[config.mk]
export PLATFORM = sky130hd
export DESIGN_NAME = p0g_port
export DESIGN_NICKNAME = d
export VERILOG_FILES = /design/src/include/p0g_pkg.sv /design/src/design/p0g_port.sv /design/src/design/p0g_edge_det.sv
export VERILOG_INCLUDE_DIRS = /design/src /design/src/include
export SDC_FILE = /design/constraint.sdc
export NUM_CORES = 1
export LEC_CHECK = 0
export ABC_CLOCK_PERIOD_IN_PS = 1600
export BUFFER_PORTS_ARGS = -buffer_cell sky130_fd_sc_hd__buf_2
export CORE_MARGIN = 10
export CORE_UTILIZATION = 48
export DETAILED_ROUTE_END_ITERATION = 16
export PLACE_DENSITY = 0.77
export REMOVE_ABC_BUFFERS = 1
export SYNTH_ARGS = -nofsm -noshare
export SYNTH_HDL_FRONTEND = slang
export SYNTH_SLANG_ARGS = --single-unit
[constraint.sdc]
create_clock -name clk_i -period 1.6 [get_ports clk_i]
set_clock_uncertainty 0.1 [all_clocks]
set_input_delay 0.16 -clock clk_i [delete_from_list [all_inputs] [get_ports clk_i]]
set_output_delay 0.16 -clock clk_i [all_outputs]
set_load 0.02 [all_outputs]
[src/include/p0g_defs.svh]
/*
 * register offsets, reset values and widths of the seven-pin port block.
 * assumes byte addressing on a 32-bit classic wishbone bus.
 */
`ifndef P0G_DEFS_SVH
`define P0G_DEFS_SVH

// ****************************************
// widths
// ****************************************
`define P0G_NPINS          7
`define P0G_AW             6

// ****************************************
// register byte offsets
// ****************************************
`define P0G_OFS_DIR        6'h00
`define P0G_OFS_PULLUP     6'h04
`define P0G_OFS_MODE       6'h08
`define P0G_OFS_OUT        6'h0c
`define P0G_OFS_PIN        6'h10
`define P0G_OFS_RISE       6'h14
`define P0G_OFS_FALL       6'h18
`define P0G_OFS_RXSEL      6'h1c
`define P0G_OFS_STAT       6'h20
`define P0G_OFS_MASK       6'h24

// ****************************************
// reset values
// ****************************************
`define P0G_RST_DIR        7'h7f
`define P0G_RST_PULLUP     7'h00
`define P0G_RST_MODE       7'h00
`define P0G_RST_OUT        7'h00
`define P0G_RST_RISE       7'h00
`define P0G_RST_FALL       7'h00
`define P0G_RST_RXSEL      1'h0
`define P0G_RST_STAT       7'h00
`define P0G_RST_MASK       7'h00

// ****************************************
// pin assignment in control mode
// ****************************************
`define P0G_PIN_RX_PRI     5
`define P0G_PIN_RX_ALT     6
`define P0G_PIN_SMP        5
`define P0G_RX_IDLE        1'h1

`endif

[src/include/p0g_pkg.sv]
/*
 * types shared by the seven-pin port block.
 * assumes p0g_defs.svh is on the include path.
 */
`include "p0g_defs.svh"

package p0g_pkg;

    typedef logic [`P0G_NPINS-1:0] p0g_bits_t;
    typedef logic [`P0G_AW-1:0]    p0g_addr_t;
    typedef logic [31:0]           p0g_word_t;

endpackage : p0g_pkg

[src/design/p0g_port.sv]
/*
 * seven-pin general purpose port with control mode, edge interrupts and
 * serial receive pin switching, on a classic wishbone slave.
 * assumes pads turn pin_o/pin_oe_o/pullup_en_o into the wire; pin_i async.
 */
// Our own choices: the register offsets and register access over Wishbone.
`timescale 1ns/1ps
`default_nettype none
`include "p0g_defs.svh"

module p0g_port (
    input  wire logic              clk_i,
    input  wire logic              rst_i,
    // wishbone slave
    input  wire logic              cyc_i,
    input  wire logic              stb_i,
    input  wire logic              we_i,
    input  wire p0g_pkg::p0g_addr_t adr_i,
    input  wire logic [3:0]        sel_i,
    input  wire p0g_pkg::p0g_word_t dat_i,
    output p0g_pkg::p0g_word_t     dat_o,
    output logic                   ack_o,
    // pins
    input  wire p0g_pkg::p0g_bits_t pin_i,
    output p0g_pkg::p0g_bits_t     pin_o,
    output p0g_pkg::p0g_bits_t     pin_oe_o,
    output p0g_pkg::p0g_bits_t     pullup_en_o,
    // alternate functions
    output p0g_pkg::p0g_bits_t     ext_irq_pulse_o,
    output logic                   serial_rx_o,
    output logic                   sampling_clock_o,
    output logic                   irq_o
);
    import p0g_pkg::*;

    p0g_bits_t dir_q;
    p0g_bits_t pullup_q;
    p0g_bits_t mode_q;
    p0g_bits_t out_q;
    p0g_bits_t rise_q;
    p0g_bits_t fall_q;
    logic      rxsel_q;
    p0g_bits_t stat_q;
    p0g_bits_t mask_q;
    p0g_bits_t level;
    p0g_bits_t pulse;
    logic      ack_q;
    p0g_word_t dat_q;
    p0g_word_t rd_d;
    logic      wr_en;
    logic      rx_q;
    logic      smp_q;

    // ****************************************
    // bus handshake
    // ****************************************
    // ack one cycle after the request, dropped the cycle after
    always_ff @(posedge clk_i) begin
        if (rst_i) begin
            ack_q <= 1'h0;
        end else begin
            ack_q <= cyc_i & stb_i & ~ack_q;
        end
    end

    // writes land on the edge where the master sees ack
    assign wr_en = cyc_i & stb_i & we_i & ack_q & sel_i[0];
    assign ack_o = ack_q;

    // ****************************************
    // read mux
    // ****************************************
    always_comb begin
        rd_d = 32'h0000_0000;
        unique case (adr_i)
            `P0G_OFS_DIR:    rd_d[`P0G_NPINS-1:0] = dir_q;
            `P0G_OFS_PULLUP: rd_d[`P0G_NPINS-1:0] = pullup_q;
            `P0G_OFS_MODE:   rd_d[`P0G_NPINS-1:0] = mode_q;
            `P0G_OFS_OUT:    rd_d[`P0G_NPINS-1:0] = out_q;
            `P0G_OFS_PIN:    rd_d[`P0G_NPINS-1:0] = level;
            `P0G_OFS_RISE:   rd_d[`P0G_NPINS-1:0] = rise_q;
            `P0G_OFS_FALL:   rd_d[`P0G_NPINS-1:0] = fall_q;
            `P0G_OFS_RXSEL:  rd_d[0]              = rxsel_q;
            `P0G_OFS_STAT:   rd_d[`P0G_NPINS-1:0] = stat_q;
            `P0G_OFS_MASK:   rd_d[`P0G_NPINS-1:0] = mask_q;
            default:         rd_d = 32'h0000_0000;
        endcase
    end

    // captured on the request edge so it stands still during ack
    always_ff @(posedge clk_i) begin
        if (rst_i) begin
            dat_q <= 32'h0000_0000;
        end else if (cyc_i & stb_i & ~we_i & ~ack_q) begin
            dat_q <= rd_d;
        end
    end

    assign dat_o = dat_q;

    // ****************************************
    // port configuration
    // ****************************************
    always_ff @(posedge clk_i) begin
        if (rst_i) begin
            dir_q <= `P0G_RST_DIR;
        end else if (wr_en && adr_i == `P0G_OFS_DIR) begin
            dir_q <= dat_i[`P0G_NPINS-1:0];
        end
    end

    always_ff @(posedge clk_i) begin
        if (rst_i) begin
            pullup_q <= `P0G_RST_PULLUP;
        end else if (wr_en && adr_i == `P0G_OFS_PULLUP) begin
            pullup_q <= dat_i[`P0G_NPINS-1:0];
        end
    end

    always_ff @(posedge clk_i) begin
        if (rst_i) begin
            mode_q <= `P0G_RST_MODE;
        end else if (wr_en && adr_i == `P0G_OFS_MODE) begin
            mode_q <= dat_i[`P0G_NPINS-1:0];
        end
    end

    always_ff @(posedge clk_i) begin
        if (rst_i) begin
            out_q <= `P0G_RST_OUT;
        end else if (wr_en && adr_i == `P0G_OFS_OUT) begin
            out_q <= dat_i[`P0G_NPINS-1:0];
        end
    end

    // ****************************************
    // edge selection
    // ****************************************
    // both bits set gives both edges
    always_ff @(posedge clk_i) begin
        if (rst_i) begin
            rise_q <= `P0G_RST_RISE;
            fall_q <= `P0G_RST_FALL;
        end else if (wr_en) begin
            if (adr_i == `P0G_OFS_RISE) begin
                rise_q <= dat_i[`P0G_NPINS-1:0];
            end
            if (adr_i == `P0G_OFS_FALL) begin
                fall_q <= dat_i[`P0G_NPINS-1:0];
            end
        end
    end

    always_ff @(posedge clk_i) begin
        if (rst_i) begin
            rxsel_q <= `P0G_RST_RXSEL;
        end else if (wr_en && adr_i == `P0G_OFS_RXSEL) begin
            rxsel_q <= dat_i[0];
        end
    end

    // ****************************************
    // per-pin synchronisers and edge detectors
    // ****************************************
    generate
        for (genvar i = 0; i < `P0G_NPINS; i++) begin : g_pin
            p0g_edge_det u_edge (
                .clk_i     (clk_i),
                .rst_i     (rst_i),
                .pin_i     (pin_i[i]),
                .en_i      (mode_q[i]),
                .rise_en_i (rise_q[i]),
                .fall_en_i (fall_q[i]),
                .level_o   (level[i]),
                .pulse_o   (pulse[i])
            );
        end
    endgenerate

    assign ext_irq_pulse_o = pulse;

    // ****************************************
    // pin drivers
    // ****************************************
    // control mode functions are all inputs, so the driver is off there
    assign pin_oe_o    = ~dir_q & ~mode_q;
    assign pin_o       = out_q;
    assign pullup_en_o = pullup_q;

    // ****************************************
    // serial receive and sampling clock
    // ****************************************
    // idle high when the chosen pin is not in control mode
    always_ff @(posedge clk_i) begin
        if (rst_i) begin
            rx_q <= `P0G_RX_IDLE;
        end else if (rxsel_q) begin
            rx_q <= mode_q[`P0G_PIN_RX_ALT] ? level[`P0G_PIN_RX_ALT] : `P0G_RX_IDLE;
        end else begin
            rx_q <= mode_q[`P0G_PIN_RX_PRI] ? level[`P0G_PIN_RX_PRI] : `P0G_RX_IDLE;
        end
    end

    always_ff @(posedge clk_i) begin
        if (rst_i) begin
            smp_q <= 1'h0;
        end else begin
            smp_q <= mode_q[`P0G_PIN_SMP] & level[`P0G_PIN_SMP];
        end
    end

    assign serial_rx_o      = rx_q;
    assign sampling_clock_o = smp_q;

    // ****************************************
    // interrupt status and mask
    // ****************************************
    // set beats a simultaneous write-one clear
    always_ff @(posedge clk_i) begin
        if (rst_i) begin
            stat_q <= `P0G_RST_STAT;
        end else if (wr_en && adr_i == `P0G_OFS_STAT) begin
            stat_q <= (stat_q & ~dat_i[`P0G_NPINS-1:0]) | pulse;
        end else begin
            stat_q <= stat_q | pulse;
        end
    end

    always_ff @(posedge clk_i) begin
        if (rst_i) begin
            mask_q <= `P0G_RST_MASK;
        end else if (wr_en && adr_i == `P0G_OFS_MASK) begin
            mask_q <= dat_i[`P0G_NPINS-1:0];
        end
    end

    assign irq_o = |(stat_q & mask_q);

endmodule : p0g_port

`default_nettype wire

[src/design/p0g_edge_det.sv]
/*
 * one pin's synchroniser and valid-edge detector.
 * assumes pin_i is asynchronous to clk_i; rst_i synchronous, active high.
 */
`timescale 1ns/1ps
`default_nettype none

module p0g_edge_det (
    input  wire logic clk_i,
    input  wire logic rst_i,
    input  wire logic pin_i,
    input  wire logic en_i,
    input  wire logic rise_en_i,
    input  wire logic fall_en_i,
    output logic      level_o,
    output logic      pulse_o
);

    logic meta_q;
    logic sync_q;
    logic last_q;
    logic pulse_q;

    // ****************************************
    // synchroniser
    // ****************************************
    // meta_q feeds sync_q only
    always_ff @(posedge clk_i) begin
        if (rst_i) begin
            meta_q <= 1'h0;
            sync_q <= 1'h0;
            last_q <= 1'h0;
        end else begin
            meta_q <= pin_i;
            sync_q <= meta_q;
            last_q <= sync_q;
        end
    end

    // ****************************************
    // edge detection
    // ****************************************
    // one pulse per edge; disabled pins never fire
    always_ff @(posedge clk_i) begin
        if (rst_i) begin
            pulse_q <= 1'h0;
        end else begin
            pulse_q <= en_i & ((rise_en_i & sync_q & ~last_q)
                             | (fall_en_i & ~sync_q & last_q));
        end
    end

    assign level_o = sync_q;
    assign pulse_o = pulse_q;

endmodule : p0g_edge_det

`default_nettype wire

==> Word-level counts from Yosys, hierarchy flattened <==
Cells that the tools add are included.
{ "op_classes": {"add_sub_neg": 0, "n_mul": 0, "n_div": 0, "order_cmp": 0, "eq_ne": 9, "shifts": 0, "muxes": 6, "bitwise_logic": 74, "reduce_logical": 11} }
{ "op_table": {"columns": ["cell", "count"], "rows": [
  ["one-hot mux 6 bit (9 select lines)", 1],
  ["AND 1 bit", 43],
  ["== test 6 x 5 -> 1 bit, second input constant", 4],
  ["AND 7 bit", 3],
  ["NOT 7 bit", 3],
  ["NOT 1 bit", 16],
  ["OR 7 bit", 2],
  ["== test 6 x 4 -> 1 bit, second input constant", 2],
  ["== test 6 bit, second input constant", 2],
  ["one-hot mux 1 bit (10 select lines)", 1],
  ["logical AND 1 bit", 7],
  ["two-way mux 7 bit", 1],
  ["OR 1 bit", 7],
  ["OR reduction 7 bit", 1],
  ["== test 6 x 3 -> 1 bit, second input constant", 1],
  ["logical NOT 6 bit", 1],
  ["AND reduction 2 bit", 2],
  ["two-way mux 1 bit", 3]
]} }
{ "word_totals": {"regBits": 95, "latch_bits": 0, "ram_bits": 0, "romBits": 0, "in_bits": 54, "out_inout_bits": 64, "word_cells": 141, "mem_count": 0} }

==> Longest topological paths before layout <==
Gate-level depths: netlist of the first run.
{ "depth": {"word_depth": 6, "ltp_mapped": 7, "depth_no_buf": 4} }

==> Modules after synthesis <==
Synthesis of the first run repeated with hierarchy kept, for this count alone.
{ "unflattened": {"hier_cells": 419, "hier_area_um2": 4276.6} }
{ "by_module_without_submodules": {"columns": ["module", "instances", "cells_each", "area_each_um2", "seq_area_each_um2"], "rows": [
  ["p0g_port", 1, 342, 3374.5, 1341.3],
  ["p0g_edge_det", 7, 11, 128.9, 80.1]
]} }

==> Worst setup path after synthesis of the first run <==
OpenSTA, ideal clock, no wires.
{ "synth_timing": {"path_kind": "register to register", "from": "register ack_q, in the netlist ack_o", "to": "register dir_q[0]", "setup_time_ps": 120, "t_arrival_ps": 1521, "t_required_ps": 1380, "path_slack_ps": -140, "path_stages_with_launch": 6, "path_buffers": 2, "synth_period_minus_slack_ps": 1740, "cell_sequence": "dfxtp_1 -> and4_1 -> buf_2 -> nand4_1 -> clkbuf_1 -> a211o_1"} }
{ "synth_between": {"elab_chain_cells": 3} }
{ "synth_lines": {"columns": ["element", "line_no", "source"], "rows": [
  ["start: declaration", "p0g_port.sv:47", "logic ack_q;"],
  ["start signal: assignment", "p0g_port.sv:62", "ack_q <= cyc_i & stb_i & ~ack_q;"],
  ["AND 1 bit (2 in series)", "p0g_port.sv:67", "assign wr_en = cyc_i & stb_i & we_i & ack_q & sel_i[0];"],
  ["logical AND 1 bit (no line)", null, null],
  ["end signal: assignment", "p0g_port.sv:106", "dir_q <= `P0G_RST_DIR;"],
  ["end signal: assignment", "p0g_port.sv:108", "dir_q <= dat_i[`P0G_NPINS-1:0];"],
  ["end: declaration", "p0g_port.sv:36", "p0g_bits_t dir_q;"]
]} }
No other way between the ends.
A chain may end at the register's enable or synchronous reset.

==> Worst setup path after layout of the first run <==
{ "layout_timing": {"from": "register ack_q, in the netlist ack_o", "to": "register dat_q[5], in the netlist dat_o[5]"} }
{ "layout_between": {"elab_chain_cells": 2} }
{ "layout_lines": {"columns": ["element", "line_no", "source"], "rows": [
  ["NOT 1 bit", "p0g_port.sv:94", "end else if (cyc_i & stb_i & ~we_i & ~ack_q) begin"],
  ["AND 1 bit", "p0g_port.sv:94", null],
  ["end signal: assignment", "p0g_port.sv:95", "dat_q <= rd_d;"],
  ["end: declaration", "p0g_port.sv:48", "p0g_word_t dat_q;"]
]} }
No other way between the ends.

==> impl_metrics.ini, run 1 <==
[finish]
n_antenna_cell = 0
final_area_sq_mm = 0.00537
areaGrowthSynthToFinish_pct = 20.6
drive_above_1_share = 0.268
finalNetCount = 660
postLayoutCoreUtil = 0.587

[sta]
hold_viol_final = 0
final.period_utilization = 1.03
setup_viol_count_final = 3
achievable-frequency_mhz = 606
final.setup.worst_slack_ns = -0.0492
hold_ws_ns = 0.0299
report.final.slew_viol_count = 0
grt_setup_unrepaired = true
min_period_ns = 1.65

[placed_design]
io_buffer_count = 64
detailed_place_hpwl_um = 9630
dpl-instance-area_sq_mm = 0.00501
finalWeightedCongestion = 0.880

[yosys]
syn_area_sq_mm = 0.00446
count_of_yosys_warnings_during_synthesis = 0
synth_enable_flop_cells = 0
synthCells = 519
synth_simple_gate_area_share = 0.203
synth-seq-cells = 95
synth_top_family_by_area = simple AND/OR/NAND/NOR gates
synth.area.top_cells = sky130_fd_sc_hd__dfxtp_1 (43%), sky130_fd_sc_hd__buf_4 (6.1%), sky130_fd_sc_hd__mux2i_1 (4.9%), sky130_fd_sc_hd__nand3_1 (4.6%), sky130_fd_sc_hd__a21oi_1 (4.2%)
synth.area.mux_share = 0.0722
synth_compound_gate_area_share = 0.181
post-synth-top-area-cell = sky130_fd_sc_hd__dfxtp_1
yosysTopAreaCellShare = 0.427
synth_area_per_cell_sq_um = 8.59
adder_cell_fraction_of_synth_area = 0
yosysSeqAreaShare = 0.427
share_of_the_synthesized_netlist_area_taken_by_xor_and_xnor_gates = 0
synth.lib_cells_used.distinct = 54
synth_flop_cell = sky130_fd_sc_hd__dfxtp_1
synthArstFlopShare = 0

[grt]
number_of_global_route_vias_before_repair = 3981
grt_start_max_net_pins = 36
first_pass_grt_wire_length_um = 20200
globalRouteOverflowTotal = 0
antenna_found_initial = 1
global_route.usage.total = 0.188

[power_and_ir_drop]
sw_frac_of_total = 0.265
p_switching_uw = 1130
ir_worst_vdd_mv = 0.456
clockPowerShare = 0.346
p_int_uw = 3150
p_leak_uw = 0.00220
powerDensity_mw_per_mm2 = 796
power.share.sequential = 0.560
combinationalPowerShare = 0.094

[die]
placeableCoreArea_sq_mm = 0.00915
core_rows = 35
initial_utilization = 0.487
design.die.area_sq_mm = 0.0135
io_pins = 118
dieHeight_um = 116
die-width_um = 116

[clock_tree]
cts_sinks = 95
cts_buffer_depth = 2
clk_latency_ns = 0.37
numCtsBuffers = 9
root_buffer = sky130_fd_sc_hd__clkbuf_8
clk_pin_slew_worst_paths_ns = 0.09
cts_tree = done
clock_tree.htree_level_count = 3

[setup_path]
slowest_delay_ns = 0.37
worstPathCellList = nor4bb_4, buf_4, o211ai_1, buf_4, a21o_1, a31oi_1
crit_path_max_fanout = 4
critPathSlowestCell = sky130_fd_sc_hd__dfxtp_4
crit_buf_inv = 2
endpoint_kind = flop
timing.critical_path.arrival_ns = 1.84
crit_family = compound AO/OA/AOI/OAI gates
critPathLaunchType = flop
crit_type = flop to flop
cp_data_required_time_ns = 1.79
worst_path_most_repeated_cell = sky130_fd_sc_hd__buf_4

[route]
drt_drc_violations_left = 0
via_count = 4171
drt_iter0_markers = 394
drt-vias-per-instance = 5.78
wire_per_inst_um = 18.2
drt-total-wl_um = 13100
drt_pass1_iterations = 8
detail-route-antenna-nets = 0

[job]
max-cap-violations = 0

[status]
outcome = complete, but fails checks
violations_in_the_final_reports = negative setup slack

[min_path]
worstHoldPathType = input port to flop
==> kinds of logic (layout without fill, tap and decap cells) <==
kind of cell / Yosys count / in the layout
multiplexers: 31 / 31
buffers and inverters: 97 / 165
other: 1 / 25
AND/OR/NAND/NOR: 170 / 170
flip-flops: 95 / 95
AO/OA/AOI/OAI: 125 / 125
==> cell usage after synthesis, types with 2 or more instances <==
library cell and count:
sky130_fd_sc_hd__buf_4 36, sky130_fd_sc_hd__or3_1 2, sky130_fd_sc_hd__nand3_1 41, sky130_fd_sc_hd__dfxtp_1 95
sky130_fd_sc_hd__a211oi_1 2, sky130_fd_sc_hd__and3b_1 2, sky130_fd_sc_hd__and3_1 3, sky130_fd_sc_hd__clkbuf_1 23
sky130_fd_sc_hd__a311oi_1 9, sky130_fd_sc_hd__buf_2 11, sky130_fd_sc_hd__inv_1 24, sky130_fd_sc_hd__a21oi_1 37
sky130_fd_sc_hd__nand2b_1 5, sky130_fd_sc_hd__mux2_2 9, sky130_fd_sc_hd__mux2i_1 22, sky130_fd_sc_hd__a222oi_1 5
sky130_fd_sc_hd__nand2_1 25, sky130_fd_sc_hd__a31oi_1 8, sky130_fd_sc_hd__nand4_1 3, sky130_fd_sc_hd__nor3b_1 6
sky130_fd_sc_hd__o22ai_1 5, sky130_fd_sc_hd__nand3b_1 2, sky130_fd_sc_hd__o21ai_0 21, sky130_fd_sc_hd__a211o_1 7
sky130_fd_sc_hd__nor2_1 45, sky130_fd_sc_hd__nor3_1 7, sky130_fd_sc_hd__nor3_2 2, sky130_fd_sc_hd__a32oi_1 2
sky130_fd_sc_hd__o31ai_1 2, sky130_fd_sc_hd__a221oi_1 5, sky130_fd_sc_hd__nor2b_1 16, sky130_fd_sc_hd__a22oi_1 2
sky130_fd_sc_hd__a21boi_0 4, sky130_fd_sc_hd__o32ai_1 2, sky130_fd_sc_hd__o21ai_1 10
==> timing repair <==
| item | in CTS | in global routing |
|---|---|---|
| hold buffers | 9 | 0 |
| endpoints found under the hold margin | 8 | 0 |
| pin swaps | 1 | 6 |
| endpoints found under the setup margin | 31 | 53 |
| setup buffers | 1 | 0 |
| gates resized for setup | 4 | 25 |
==> power by group through the flow <==
stage | Sequential [uW] | Clock [uW] | Combinational (uW)
global route | 2400 | 1580 | 428
global placement | 2450 | 0 | 356
finish | 2400 | 1480 | 401
detailed placement | 2450 | 0 | 362
CTS | 2400 | 1490 | 382
floorplan | 2450 | 0 | 134
==> final cells by class <==
| type | instances | area (sq um) |
|---|---|---|
| Fill cell | 804 | 3780 |
| Clock inverter | 6 | 43.8 |
| Sequential cell | 95 | 1910 |
| Inverter | 24 | 90.1 |
| Tap cell | 111 | 139 |
| Timing Repair Buffer | 125 | 865 |
| Multi-Input combinational cell | 351 | 2190 |
| Clock buffer | 10 | 138 |
==> final timing paths <==
| kind | from | endpoint | slack, ns | depth (start not counted) |
|---|---|---|---|---|
| worst max-delay path | ack_o | dat_o[5] | -0.05 | 6 |
| worst min-delay path | dat_i[2] | stat_q[2] | 0.03 | 2 |
| worst max register to register | ack_o | dat_o[5] | -0.05 | 6 |
| worst min register to register | g_pin[3].u_edge.meta_q | g_pin[3].u_edge.level_o | 0.34 | 1 |
==> per-layer routing <==
layer | up-vias | routed length [um] | track usage
met2 | 230 | 6350 | 0.316
met3 | 31 | 1320 | 0.0498
met1 | 1955 | 5160 | 0.225
li1 | 1953 | - | -
met5 | - | 11 | 0
met4 | 2 | 301 | 0.0701
==> state kept, by name (all words and copies together), names as in the netlist, 7 cells and up <==
register and flops:
dat_o 7, dir_q 7, fall_q 7, g_pin.u_edge.last_q 7, g_pin.u_edge.level_o 7, g_pin.u_edge.meta_q 7
g_pin.u_edge.pulse_o 7, mask_q 7, mode_q 7, pin_o 7, pullup_en_o 7, rise_q 7
stat_q 7
==> worst register-to-register path: cells and delay by family, from the launching register on <==
| family | cells | cell delay [ns] |
|---|---|---|
| AOI/OAI and AO/OA | 3 | 0.47 |
| buffers and inverters | 2 | 0.37 |
| DFF | 1 | 0.37 |
| and+or+nand+nor | 1 | 0.26 |
==> per-stage QoR <==
| stage | TNS (ns) | instances | total power [uW] | setup WS, ns |
|---|---|---|---|---|
| final | -0.0874 | 722 | 4280 | -0.0492 |
| after global routing | -0.375 | 722 | 4410 | -0.0804 |
| after CTS | -0.0666 | 722 | 4260 | -0.0385 |
| after detailed placement | -3.65 | 696 | 2810 | -0.174 |
| after global placement | -2.13 | 696 | 2810 | -0.106 |
| after floorplan | -3.87 | 470 | 2590 | -0.238 |
==> cell usage in the layout (no fill, tap or decap), types with 7 or more instances in the layout <==
cell	netlist	final
sky130_fd_sc_hd__inv_1	24	24
sky130_fd_sc_hd__a31oi_1	8	8
sky130_fd_sc_hd__clkbuf_8	0	10
sky130_fd_sc_hd__buf_2	11	63
sky130_fd_sc_hd__dlygate4sd3_1	0	9
sky130_fd_sc_hd__a21oi_1	37	33
sky130_fd_sc_hd__nand2_1	25	25
sky130_fd_sc_hd__o21ai_1	10	15
sky130_fd_sc_hd__o21ai_0	21	16
sky130_fd_sc_hd__a211o_1	7	7
sky130_fd_sc_hd__nor2b_1	16	16
sky130_fd_sc_hd__nor2_1	45	45
sky130_fd_sc_hd__nor3_1	7	7
sky130_fd_sc_hd__mux2i_1	22	22
sky130_fd_sc_hd__mux2_2	9	9
sky130_fd_sc_hd__buf_4	36	46
sky130_fd_sc_hd__conb_1	1	25
sky130_fd_sc_hd__dfxtp_1	95	93
sky130_fd_sc_hd__a311oi_1	9	9
sky130_fd_sc_hd__nand3_1	41	40
Note: power is estimated with default switching activity, not from simulation.
==> run 2, diff against run 1 <==
--- a/config.mk
+++ b/config.mk
@@ -8,6 +8,7 @@
 export LEC_CHECK = 0
 export ABC_CLOCK_PERIOD_IN_PS = 1600
 export BUFFER_PORTS_ARGS = -buffer_cell sky130_fd_sc_hd__buf_2
+export CORE_ASPECT_RATIO = 0.5
 export CORE_MARGIN = 10
 export CORE_UTILIZATION = 48
 export DETAILED_ROUTE_END_ITERATION = 16
==> impl_metrics.ini, run 2 (synthesis gave the netlist of run 1 again) <==
[setup_path]
setup.reg_to_reg.worst_slack_ns = 0.02
timing.critical_path.arrival_ns = 1.75
critPathSlowestCell = sky130_fd_sc_hd__dfxtp_4
endpoint_kind = flop
critPathLaunchType = flop
worst_path_most_repeated_cell = sky130_fd_sc_hd__buf_6
cp_data_required_time_ns = 1.78
worstReg2RegEnd = mask_q[5]
reg2reg_from = ack_o
setup.worst_path.start = ack_o
crit_path_max_fanout = 7
crit_type = flop to flop
slowest_delay_ns = 0.38
worstPathCellList = and4_1, buf_6, buf_4, and3_4, buf_6, nand3_1, a21oi_2
reg2regPathDepth = 7

[min_path]
hold-path-cell-count = 2
worstHoldPathType = input port to flop
whs_endpoint = g_pin[4].u_edge.last_q
worstHoldStart = rst_i

[clock_tree]
clk_pin_slew_worst_paths_ns = 0.06
root_buffer = sky130_fd_sc_hd__clkbuf_16
cts_buffer_depth = 2
numCtsBuffers = 9
clk_latency_ns = 0.34
clock_tree.htree_level_count = 3
cts_sinks = 95
cts_tree = done

[power_and_ir_drop]
ir_worst_vdd_mv = 0.547
powerDensity_mw_per_mm2 = 864
p_leak_uw = 0.00222
report.power.total_uw = 4730

[sta]
final.setup.worst_slack_ns = 0.0233
final.period_utilization = 0.985
setup_viol_count_final = 0
hold_viol_final = 0
min_period_ns = 1.58
grt_setup_unrepaired = true
finalSetupTns_ns = 0
report.final.slew_viol_count = 0
achievable-frequency_mhz = 634

[die]
die-width_um = 156
io_pins = 118
dieHeight_um = 88.1
placeableCoreArea_sq_mm = 0.00886
initial_utilization = 0.503
design.die.area_sq_mm = 0.0138
core_rows = 24

[grt]
globalRouteOverflowTotal = 0
antenna_found_initial = 0
grt_start_max_net_pins = 35
number_of_global_route_vias_before_repair = 3807
first_pass_grt_wire_length_um = 20100
global_route.usage.total = 0.184

[finish]
layout_commonest_cell = sky130_fd_sc_hd__dfxtp_1
n_antenna_cell = 0
drive_above_1_share = 0.270
final_cell_mix = sky130_fd_sc_hd__dfxtp_1 (92), sky130_fd_sc_hd__buf_2 (63), sky130_fd_sc_hd__nor2_1 (45), sky130_fd_sc_hd__buf_4 (45), sky130_fd_sc_hd__nand3_1 (39)
seq_area_sq_mm = 0.00191
finalNetCount = 661
areaGrowthSynthToFinish_pct = 22.8
final_cell_count_no_fill = 728
final.fill_count = 739
multiInputGateArea_sq_mm = 0.00221

[route]
drt-vias-per-instance = 5.62
via_count = 4088
drt_pass1_iterations = 5
drt_iter0_markers = 430
drt-total-wl_um = 13000
wire_per_inst_um = 17.8
drt_drc_violations_left = 0
detail-route-antenna-nets = 0

[placed_design]
finalWeightedCongestion = 0.930
place.detailed.instances = 703
io_buffer_count = 64
pre_cts_slack_ns = -0.139
detailed_place_hpwl_um = 9410

[status]
outcome = completed

[job]
max-cap-violations = 0
run 2: per-layer routing:
metal	up-vias	wire length, um	share of wire	GRT usage
li1	1957	-	-	-
met1	1906	5610	0.43	0.237
met2	205	5850	0.45	0.301
met3	20	1290	0.10	0.0470
met4	0	215	0.017	0.0519
met5	-	0	0	0
run 2: final cells by class:
type                       count  share of cell area
inverter                      24              0.0165
clock inverter                 1            0.000915
sequential                    95               0.349
tap                          117              0.0268
clock buffer                  14              0.0464
multi-input combinational    351               0.403
timing repair buffer         126               0.158
run 2: power breakdown:
group | internal, uW | switching [uW]
sequential | 2390 | 12.6
combinational | 141 | 254
clock | 1090 | 847
total | 3620 | 1110
run 2: worst max path at each step:
stage                endpoint  slack [ns]  depth (start not counted)
6_report            mask_q[5]        0.02                          7
5_1_grt             mask_q[5]       -0.07                          7
4_1_cts              dat_o[2]        0.01                          5
3_5_place_dp   pullup_en_o[1]       -0.14                          8
3_3_place_gp   pullup_en_o[3]       -0.14                          8
2_1_floorplan       stat_q[0]       -0.24                          4
run 2: metrics by stage:
step	cell area [sq um]	hold slack, ns	util
after floorplan	4120	0.126	-
after global routing	5470	0.0645	0.618
after CTS	5350	0.0280	0.604
after global placement	5000	0.270	0.564
after detailed placement	5000	0.279	0.564
final	5470	0.0460	0.618
run 2: repair_timing:
item,CTS,global route
pin swaps,0,6
gates cloned,0,0
hold buffers,9,0
endpoints found under the hold margin,8,0
endpoints found under the setup margin,22,31
resized for setup,3,34
buffers inserted,0,1
run 2: critical path: cells and delay by family, from the launching register on:
family,cells,cell delay [ns]
compound gates,1,0.14
buf+inv,3,0.37
flops,1,0.38
simple gates,3,0.52
